### src/inc/srd_pkg.sv
// Constants and types for the converter serial readout and power-mode control
// How it works
// - Chip select fall holds input, samples, starts conversion, drives data out.
// - Full conversion and readout take sixteen serial clocks after chip select falls.
// - After thirteenth clock fall, track resumes on the next clock rise.
// - Data output returns to high impedance on the sixteenth clock fall.
// - Chip select rising early abandons conversion and releases the data output.
// - Result bits change on serial clock falling edges only.
// - Twelve-bit frame: four zeros then twelve result bits, MSB first.
// - Ten-bit frame: four zeros, ten result bits MSB first, two zeros.
// - Result is plain unsigned binary, passed through unchanged.
// - First zero at chip select fall; final bit shifted on fifteenth fall.
// - Chip select held through ten clock falls keeps normal mode powered.
// - Rise between tenth and sixteenth fall: stay up, abandon, release output.
// - Rise after second, before tenth fall: power down, abandon, release output.
// - Rise before second fall keeps normal mode, rejecting glitches.
// - Dummy conversion past tenth fall wakes part; fully up after 1 us.
// - While waking, rise before tenth fall returns the part to power-down.
// - When waking, first serial clock edge after chip select fall returns to track.
package srd_pkg;

    // Frame layout
    localparam int FRAME_BITS = 16;
    localparam int LEAD_ZEROS = 4;
    localparam int RES_BITS_12 = 12;
    localparam int RES_BITS_10 = 10;
    localparam int CNT_W = 5;

    // Falling edge counts that steer decisions
    localparam logic [CNT_W-1:0] EDGE_FRAME = 5'h10;
    localparam logic [CNT_W-1:0] EDGE_LAST_SHIFT = 5'h0f;
    localparam logic [CNT_W-1:0] EDGE_TRACK = 5'h0d;
    localparam logic [CNT_W-1:0] EDGE_PD_MIN = 5'h02;
    localparam logic [CNT_W-1:0] EDGE_STAY_UP = 5'h0a;
    localparam logic [CNT_W-1:0] CNT_RESET = 5'h00;
    localparam logic [3:0] FIRST_SHIFT_IDX = 4'he;

    // Timing, clock period in ns
    localparam int CLK_PERIOD_NS = 100;
    localparam int POWER_UP_NS = 1000;
    localparam int POWER_UP_CYC = (POWER_UP_NS + CLK_PERIOD_NS - 1) / CLK_PERIOD_NS;
    localparam int UP_W = $clog2(POWER_UP_CYC + 1);
    localparam int ACQUISITION_INTERVAL_NS = 290;
    localparam int BUS_QUIET_INTERVAL_NS = 60;
    localparam int OUTPUT_RELEASE_DELAY_NS = 35;

    // Pin synchroniser value after reset, chip select deselected
    localparam logic PIN_CS_RESET = 1'b1;
    localparam logic PIN_SCLK_RESET = 1'b0;

    typedef enum logic [2:0] {
        FR_IDLE = 3'b001,
        FR_SHIFT = 3'b010,
        FR_DONE = 3'b100
    } srd_frame_t;

    typedef enum logic [2:0] {
        PW_NORMAL = 3'b001,
        PW_DOWN = 3'b010,
        PW_WAKE = 3'b100
    } srd_power_t;

    typedef struct packed {
        logic hold;
        logic converting;
        logic analog_off;
        logic fully_up;
        logic frame_valid;
    } srd_status_t;

endpackage

### src/hdl/srd_sar_readout.sv
// Serial readout and power-mode control for the successive-approximation converter
`timescale 1ns/1ps

module srd_sar_readout import srd_pkg::*; #(
    parameter int RES_BITS = RES_BITS_12
) (
    // Clock, reset, enable
    input wire logic clk_in,
    input wire logic reset_in,
    input wire logic ce_in,
    // Serial pins from the host
    input wire logic cs_n_in,
    input wire logic sclk_in,
    // Serial data pin, two signals
    output logic serial_result_out,
    output logic serial_result_oe_out,
    // Converter core
    input wire logic [RES_BITS-1:0] result_in,
    output logic sample_out,
    // Status toward the analog section
    output srd_status_t status_out
);

    // Pin synchronisers
    logic cs_meta_q;
    logic cs_sync_q;
    logic cs_prev_q;
    logic sclk_meta_q;
    logic sclk_sync_q;
    logic sclk_prev_q;

    // Frame and power state
    srd_frame_t fr_q;
    srd_power_t pw_q;
    logic [CNT_W-1:0] cnt_q;
    logic [UP_W-1:0] up_cnt_q;
    logic hold_q;
    logic sdo_q;
    logic oe_q;
    logic sample_q;
    logic frame_valid_q;

    // Events, gated so a frozen clock enable never repeats one
    logic cs_fall;
    logic cs_rise;
    logic sclk_fall;
    logic sclk_rise;
    logic shifting;
    logic going_down;
    logic fully_up;
    logic [FRAME_BITS-1:0] frame_w;
    logic [3:0] bit_idx;

    // Places the result below the leading zeros; ten-bit gets trailing zeros
    function automatic logic [FRAME_BITS-1:0] frame_word(input logic [RES_BITS-1:0] r);
        logic [FRAME_BITS-1:0] w;
        w = '0;
        w[FRAME_BITS-LEAD_ZEROS-1 -: RES_BITS] = r;
        return w;
    endfunction

    // Two stages before anything looks at the pins
    always_ff @(posedge clk_in or posedge reset_in) begin
        if (reset_in) begin
            cs_meta_q <= PIN_CS_RESET;
            cs_sync_q <= PIN_CS_RESET;
            cs_prev_q <= PIN_CS_RESET;
        end else if (ce_in) begin
            cs_meta_q <= cs_n_in;
            cs_sync_q <= cs_meta_q;
            cs_prev_q <= cs_sync_q;
        end
    end

    always_ff @(posedge clk_in or posedge reset_in) begin
        if (reset_in) begin
            sclk_meta_q <= PIN_SCLK_RESET;
            sclk_sync_q <= PIN_SCLK_RESET;
            sclk_prev_q <= PIN_SCLK_RESET;
        end else if (ce_in) begin
            sclk_meta_q <= sclk_in;
            sclk_sync_q <= sclk_meta_q;
            sclk_prev_q <= sclk_sync_q;
        end
    end

    assign cs_fall = ce_in && cs_prev_q && !cs_sync_q;
    assign cs_rise = ce_in && !cs_prev_q && cs_sync_q;
    // Serial clock edges only count while chip select is low
    assign sclk_fall = ce_in && !cs_sync_q && sclk_prev_q && !sclk_sync_q;
    assign sclk_rise = ce_in && !cs_sync_q && !sclk_prev_q && sclk_sync_q;
    assign shifting = (fr_q == FR_SHIFT);
    assign frame_w = frame_word(result_in);
    assign bit_idx = FIRST_SHIFT_IDX - cnt_q[3:0];

    // Early rise decides power-down; glitches before second fall ignored in normal mode
    assign going_down = shifting && (cnt_q < EDGE_STAY_UP)
                        && ((pw_q == PW_WAKE) || (cnt_q >= EDGE_PD_MIN));

    assign fully_up = (pw_q != PW_DOWN) && (up_cnt_q == UP_W'(POWER_UP_CYC));

    // Frame sequencing and falling edge count
    always_ff @(posedge clk_in or posedge reset_in) begin
        if (reset_in) begin
            fr_q <= FR_IDLE;
            cnt_q <= CNT_RESET;
        end else if (ce_in) begin
            if (cs_fall) begin
                fr_q <= FR_SHIFT;
                cnt_q <= CNT_RESET;
            end else if (cs_rise) begin
                fr_q <= FR_IDLE;
            end else if (sclk_fall && shifting) begin
                cnt_q <= cnt_q + 5'h01;
                if (cnt_q == EDGE_LAST_SHIFT) begin
                    fr_q <= FR_DONE;
                end
            end
        end
    end

    // Serial data pin; bits move on falling edges only
    always_ff @(posedge clk_in or posedge reset_in) begin
        if (reset_in) begin
            oe_q <= 1'b0;
            sdo_q <= 1'b0;
        end else if (ce_in) begin
            if (cs_fall) begin
                oe_q <= 1'b1;
                sdo_q <= frame_w[FRAME_BITS-1];
            end else if (cs_rise) begin
                oe_q <= 1'b0;
                sdo_q <= 1'b0;
            end else if (sclk_fall && shifting) begin
                if (cnt_q == EDGE_LAST_SHIFT) begin
                    oe_q <= 1'b0;
                    sdo_q <= 1'b0;
                end else begin
                    sdo_q <= frame_w[bit_idx];
                end
            end
        end
    end

    // Track-and-hold control
    always_ff @(posedge clk_in or posedge reset_in) begin
        if (reset_in) begin
            hold_q <= 1'b0;
        end else if (ce_in) begin
            if (cs_fall) begin
                hold_q <= 1'b1;
            end else if (cs_rise) begin
                // Powered-down part keeps its hold until woken
                hold_q <= going_down || (pw_q == PW_DOWN);
            end else if ((pw_q == PW_WAKE) && (sclk_rise || sclk_fall)) begin
                hold_q <= 1'b0;
            end else if (sclk_rise && shifting && (cnt_q >= EDGE_TRACK)) begin
                hold_q <= 1'b0;
            end
        end
    end

    // One-cycle sample strobe to the converter core
    always_ff @(posedge clk_in or posedge reset_in) begin
        if (reset_in) begin
            sample_q <= 1'b0;
        end else if (ce_in) begin
            sample_q <= cs_fall;
        end
    end

    // Power mode; chip select rise wins over a coincident clock edge
    always_ff @(posedge clk_in or posedge reset_in) begin
        if (reset_in) begin
            pw_q <= PW_NORMAL;
        end else if (ce_in) begin
            if (cs_fall && (pw_q == PW_DOWN)) begin
                pw_q <= PW_WAKE;
            end else if (cs_rise) begin
                if (going_down) begin
                    pw_q <= PW_DOWN;
                end
            end else if (sclk_fall && (pw_q == PW_WAKE) && (cnt_q == EDGE_STAY_UP - 5'h01)) begin
                pw_q <= PW_NORMAL;
            end
        end
    end

    // Power-up timer from the waking chip select fall
    always_ff @(posedge clk_in or posedge reset_in) begin
        if (reset_in) begin
            up_cnt_q <= UP_W'(POWER_UP_CYC);
        end else if (ce_in) begin
            if ((pw_q == PW_DOWN) || (cs_rise && going_down)) begin
                up_cnt_q <= '0;
            end else if (up_cnt_q != UP_W'(POWER_UP_CYC)) begin
                up_cnt_q <= up_cnt_q + UP_W'(1);
            end
        end
    end

    // Frame yields valid data only if the part was fully up when it began
    always_ff @(posedge clk_in or posedge reset_in) begin
        if (reset_in) begin
            frame_valid_q <= 1'b0;
        end else if (ce_in) begin
            if (cs_fall) begin
                frame_valid_q <= fully_up;
            end
        end
    end

    assign serial_result_out = sdo_q;
    assign serial_result_oe_out = oe_q;
    assign sample_out = sample_q;
    assign status_out.hold = hold_q;
    assign status_out.converting = (fr_q == FR_SHIFT);
    assign status_out.analog_off = (pw_q == PW_DOWN);
    assign status_out.fully_up = fully_up;
    assign status_out.frame_valid = frame_valid_q;

    property p_cs_fall_drive;
        @(posedge clk_in) disable iff (reset_in)
        cs_fall |=> oe_q && hold_q && !sdo_q && sample_q && (cnt_q == CNT_RESET);
    endproperty
    a_cs_fall_drive: assert property (p_cs_fall_drive) else $error("frame start not driven");

    property p_release_16;
        @(posedge clk_in) disable iff (reset_in)
        sclk_fall && shifting && !cs_rise && (cnt_q == EDGE_LAST_SHIFT)
        |=> !oe_q && (fr_q == FR_DONE);
    endproperty
    a_release_16: assert property (p_release_16) else $error("output not released on 16th fall");

    property p_abort;
        @(posedge clk_in) disable iff (reset_in)
        cs_rise && shifting |=> !oe_q && (fr_q == FR_IDLE);
    endproperty
    a_abort: assert property (p_abort) else $error("early rise did not abandon frame");

    property p_track_13;
        @(posedge clk_in) disable iff (reset_in)
        sclk_rise && shifting && (cnt_q == EDGE_TRACK) |=> !hold_q;
    endproperty
    a_track_13: assert property (p_track_13) else $error("no return to track after 13th fall");

    property p_hold_before_13;
        @(posedge clk_in) disable iff (reset_in)
        shifting && hold_q && (pw_q == PW_NORMAL) && (cnt_q < EDGE_TRACK) && !cs_rise |=> hold_q;
    endproperty
    a_hold_before_13: assert property (p_hold_before_13) else $error("track resumed too early");

    property p_shift_fall_only;
        @(posedge clk_in) disable iff (reset_in)
        oe_q && !sclk_fall && !cs_fall && !cs_rise |=> $stable(sdo_q);
    endproperty
    a_shift_fall_only: assert property (p_shift_fall_only) else $error("data moved off a fall");

    property p_lead_zeros;
        @(posedge clk_in) disable iff (reset_in)
        sclk_fall && shifting && !cs_rise && (cnt_q < 5'h03) |=> !sdo_q;
    endproperty
    a_lead_zeros: assert property (p_lead_zeros) else $error("leading zero missing");

    property p_power_down;
        @(posedge clk_in) disable iff (reset_in)
        cs_rise && shifting && (pw_q == PW_NORMAL) && (cnt_q >= EDGE_PD_MIN)
        && (cnt_q < EDGE_STAY_UP) |=> (pw_q == PW_DOWN) && status_out.analog_off;
    endproperty
    a_power_down: assert property (p_power_down) else $error("power-down window missed");

    property p_glitch_reject;
        @(posedge clk_in) disable iff (reset_in)
        cs_rise && (pw_q == PW_NORMAL) && (cnt_q < EDGE_PD_MIN) |=> (pw_q == PW_NORMAL);
    endproperty
    a_glitch_reject: assert property (p_glitch_reject) else $error("glitch caused power-down");

    property p_stay_up;
        @(posedge clk_in) disable iff (reset_in)
        cs_rise && (pw_q == PW_NORMAL) && (cnt_q >= EDGE_STAY_UP) |=> (pw_q == PW_NORMAL) && !oe_q;
    endproperty
    a_stay_up: assert property (p_stay_up) else $error("late rise changed power mode");

    property p_wake_back;
        @(posedge clk_in) disable iff (reset_in)
        cs_rise && (pw_q == PW_WAKE) |=> (pw_q == PW_DOWN) && hold_q;
    endproperty
    a_wake_back: assert property (p_wake_back) else $error("aborted wake did not power down");

    property p_wake_track;
        @(posedge clk_in) disable iff (reset_in)
        (pw_q == PW_WAKE) && sclk_rise && !cs_rise && !cs_fall |=> !hold_q;
    endproperty
    a_wake_track: assert property (p_wake_track) else $error("wake did not return to track");

endmodule

### config.mk
export PLATFORM = sky130hd
export DESIGN_NAME = srd_sar_readout
export DESIGN_NICKNAME = d
export VERILOG_FILES = /design/src/inc/srd_pkg.sv /design/src/hdl/srd_sar_readout.sv
export SDC_FILE = /design/constraint.sdc
export NUM_CORES = 1
export LEC_CHECK = 0
export BUFFER_PORTS_ARGS = -buffer_cell sky130_fd_sc_hd__clkbuf_2
export CAP_MARGIN = 20
export CORE_MARGIN = 3
export CORE_UTILIZATION = 55
export DETAILED_ROUTE_END_ITERATION = 8
export PLACE_DENSITY = 0.87
export REMOVE_ABC_BUFFERS = 1
export SKIP_CTS_REPAIR_TIMING = 1
export SYNTH_ARGS = -nofsm -noshare
export SYNTH_HDL_FRONTEND = slang
export SYNTH_SLANG_ARGS = --single-unit
export TNS_END_PERCENT = 1
### constraint.sdc
create_clock -name clk_in -period 1.9 [get_ports clk_in]
set_clock_uncertainty 0.05 [all_clocks]
set_input_delay 0.19 -clock clk_in [delete_from_list [all_inputs] [get_ports clk_in]]
set_output_delay 0.19 -clock clk_in [all_outputs]
set_load 0.02 [all_outputs]
==> summary.txt <==
Vias in the first global route = 1162
RSZ-0062 raised after global routing = yes
CP Max Fanout = 8
Hold endpoint = sclk_meta_q$_DFFE_PP0P_
Clock Latency Late Sink = 330 ps
Final Hold Fails = 0
Sum of buffers and inverters on the critical path = 0
WL met3 = 220 µm
H-tree depth = 1
CORE AREA = 0.00250 mm²
Synthesized instance count = 144
CP delay by family, top = simple AND/OR/NAND/NOR gates
CTS sink count = 25
Vias per cell = 6.03
Reg-to-Reg Start = cs_sync_q$_DFFE_PP1P_
Die area = 0.00332 mm²
Ys async rst share = 1.00
HP Start = sclk_in
# nets final = 197
Post-route ant nets = 0
Most used DFF post-synth = dfrtp_1
Worst Hold Class = in -> reg
RR Endpoint = up_cnt_q[3]$_DFFE_PP1P_
Initial DRC Count = 45
Fin crit share = 0.944
Chip Width = 57.6 µm
Initial Util = 0.587
I/O pins = 25
DRC viols = 0
Critical setup path kind = reg -> reg
TritonCTS clock tree = built
Share of cells above drive strength 1 = 0.374
Site row count = 18
Worst-path cell chain = nand2_1 > or3_4 > nor4_4 > a211o_1 > o21ai_1
Largest net degree at the start of global routing = 26
Hold Path Depth = 2
Max-cap viol count = 0
DPL Wire Length = 2310 µm
Area growth, synth to finish = 16.4%
Sequential area share after synthesis = 0.433
Ant diodes = 0
Relative slew margins = 0.727
Die height = 57.6 µm
Maximum clock rate = 557 MHz
Status = completed
Initial antenna violation count = 0
Mapped Area = 0.00147 mm²
Leak pwr = 0.785 nW
Critical Path Sink Type = flip-flop
Reg2reg setup slack = 110 ps
Final instance area = 0.00171 mm²
Max IR drop VDD = 674 µV
GPL Wtd Cong = 0.815
Startpoint Class = flip-flop
Grt total ovfl = 0
First-pass detailed-route iteration total = 4
Port bufs = 24
Slew @ Worst Pin = 409 ps
Slowest stage cell on the critical path = dfstp_2
Detailed Route WL = 3200 µm
Distinct cells, synth = 41
Ys Warns = 0
WL/cell = 15.7 µm
CTS Root Cell = clkbuf_4
Pwr dens = 899 mW/mm²
Syn Area/Cell = 10.2 µm²
Critical Path RT = 2110 ps
EDFF count, synth = 0
DP Area = 0.00162 mm²
Tot GR Track Use = 0.200
Clock Tree Buf Depth = 2
Tot Pwr = 0.00153 W
# setup viols final = 0
Final worst path period need = 1790 ps
M1 WL = 1370 µm
Vias = 1230
Fillers = 175
CP arrival = 2000 ps
Met2 WL = 1530 µm
First-pass GRT wire length = 5190 µm
R2R cell count = 5
CTS Buf Count = 3
Clock-pin transition on the worst setup and hold timing paths = 120 ps
Critical path's largest stage delay = 640 ps
Number of synthesized register bits = 25
Fin. max-slew vios = 0
Top layer in use = met4
-- placed cells by master, fill, tap and decap left out, types with 4 or more instances in the layout --
cell,count
a21oi_1,8
buf_4,11
clkbuf_2,24
dfrtp_1,16
dfstp_2,7
ha_1,4
inv_1,10
mux2_2,7
nand2_1,10
nand3_1,4
nand3b_1,4
nor2_1,11
o21ai_0,11
-- metal layers --
layer  GRT usage  up-vias
met5           0        -
met4      0.0828        0
met3      0.0312       11
met2       0.315       56
met1       0.277      582
li1            -      581
-- Yosys cell counts (all sizes together), types with 2 or more instances --
library cell	count	area (µm²)
nor4	5	52.6
o22ai	3	18.8
a21oi	8	40.0
xor2	3	26.3
mux2	7	78.8
o21ai	12	60.1
nor3b	5	47.5
a31oi	2	12.5
nand3	4	20.0
clkbuf	2	7.51
buf	8	50.1
nand3b	4	30.0
nand2	10	37.5
nor2	11	41.3
inv	10	37.5
mux4	3	67.6
ha	5	62.6
dfrtp	18	450
dfstp	7	184
-- through the flow --
stage,hold slack [ps],instances,utilization,setup TNS [ps],setup slack (ps)
after floorplan,162,134,-,0,126
after global placement,177,195,0.648,0,81.8
after detailed placement,181,195,0.648,0,0.711
after CTS,-182,199,0.658,-18.3,-18.3
after global routing,31.0,204,0.683,-18.3,-18.3
final,55.8,204,0.683,0,106
-- cell type report --
| class | instances | area [µm²] | share of cell area |
|---|---|---|---|
| Timing Repair Buffer | 36 | 213 | 0.125 |
| Sequential cell | 25 | 637 | 0.373 |
| Inverter | 10 | 37.5 | 0.0220 |
| Multi-Input combinational cell | 99 | 756 | 0.443 |
| Tap cell | 30 | 37.5 | 0.0220 |
| Clock buffer | 4 | 26.3 | 0.0154 |
-- worst reg2reg max path, cell delays in order, from the launching register on --
cell and delay [ps]:
dfstp_2 640, nand2_1 150, or3_4 410, nor4_4 280, a211o_1 150, o21ai_1 60
-- power by group --
| part | switching (W) | internal, W |
|---|---|---|
| clock | 0.000153 | 0.0000824 |
| combinational | 0.000281 | 0.000258 |
| sequential | 0.000105 | 0.000654 |
| total | 0.000539 | 0.000995 |
-- worst max-delay path by stage --
stage                               start                            end  slack, ps  cells after the start
floorplan            cnt_q[0]$_DFFE_PP0P_  serial_result_out$_DFFE_PP0P_        130                      5
global placement     cnt_q[0]$_DFFE_PP0P_  serial_result_out$_DFFE_PP0P_         80                      5
detailed placement   cnt_q[1]$_DFFE_PP0P_  serial_result_out$_DFFE_PP0P_        0.7                      6
CTS                  cnt_q[1]$_DFFE_PP0P_  serial_result_out$_DFFE_PP0P_        -20                      6
global route        cs_sync_q$_DFFE_PP1P_        up_cnt_q[3]$_DFFE_PP1P_        -20                      5
finish              cs_sync_q$_DFFE_PP1P_        up_cnt_q[3]$_DFFE_PP1P_        110                      5
-- sequential cells by signal, indices dropped and copies added, names as in the netlist --
register           cells
cnt_q                  5
cs_prev_q              1
frame_valid_q          1
pw_q                   3
sample_out             1
sclk_meta_q            1
sclk_sync_q            1
hold_q                 1
cs_sync_q              1
cs_meta_q              1
up_cnt_q               4
fr_q                   3
serial_result_out      1
sclk_prev_q            1
-- logic make-up (layout without fill, tap and decap cells) --
family,Yosys count,in the layout,synth area share
AOI/OAI and AO/OA,34,34,0.141
xor gates and xnor gates,3,3,0.0179
adders and majority gates,5,5,0.0427
DFF,25,25,0.433
buffers and inverters,20,50,0.0649
muxes,10,10,0.0998
and+or+nand+nor,47,47,0.201
Note: power is estimated with default switching activity, not from simulation.
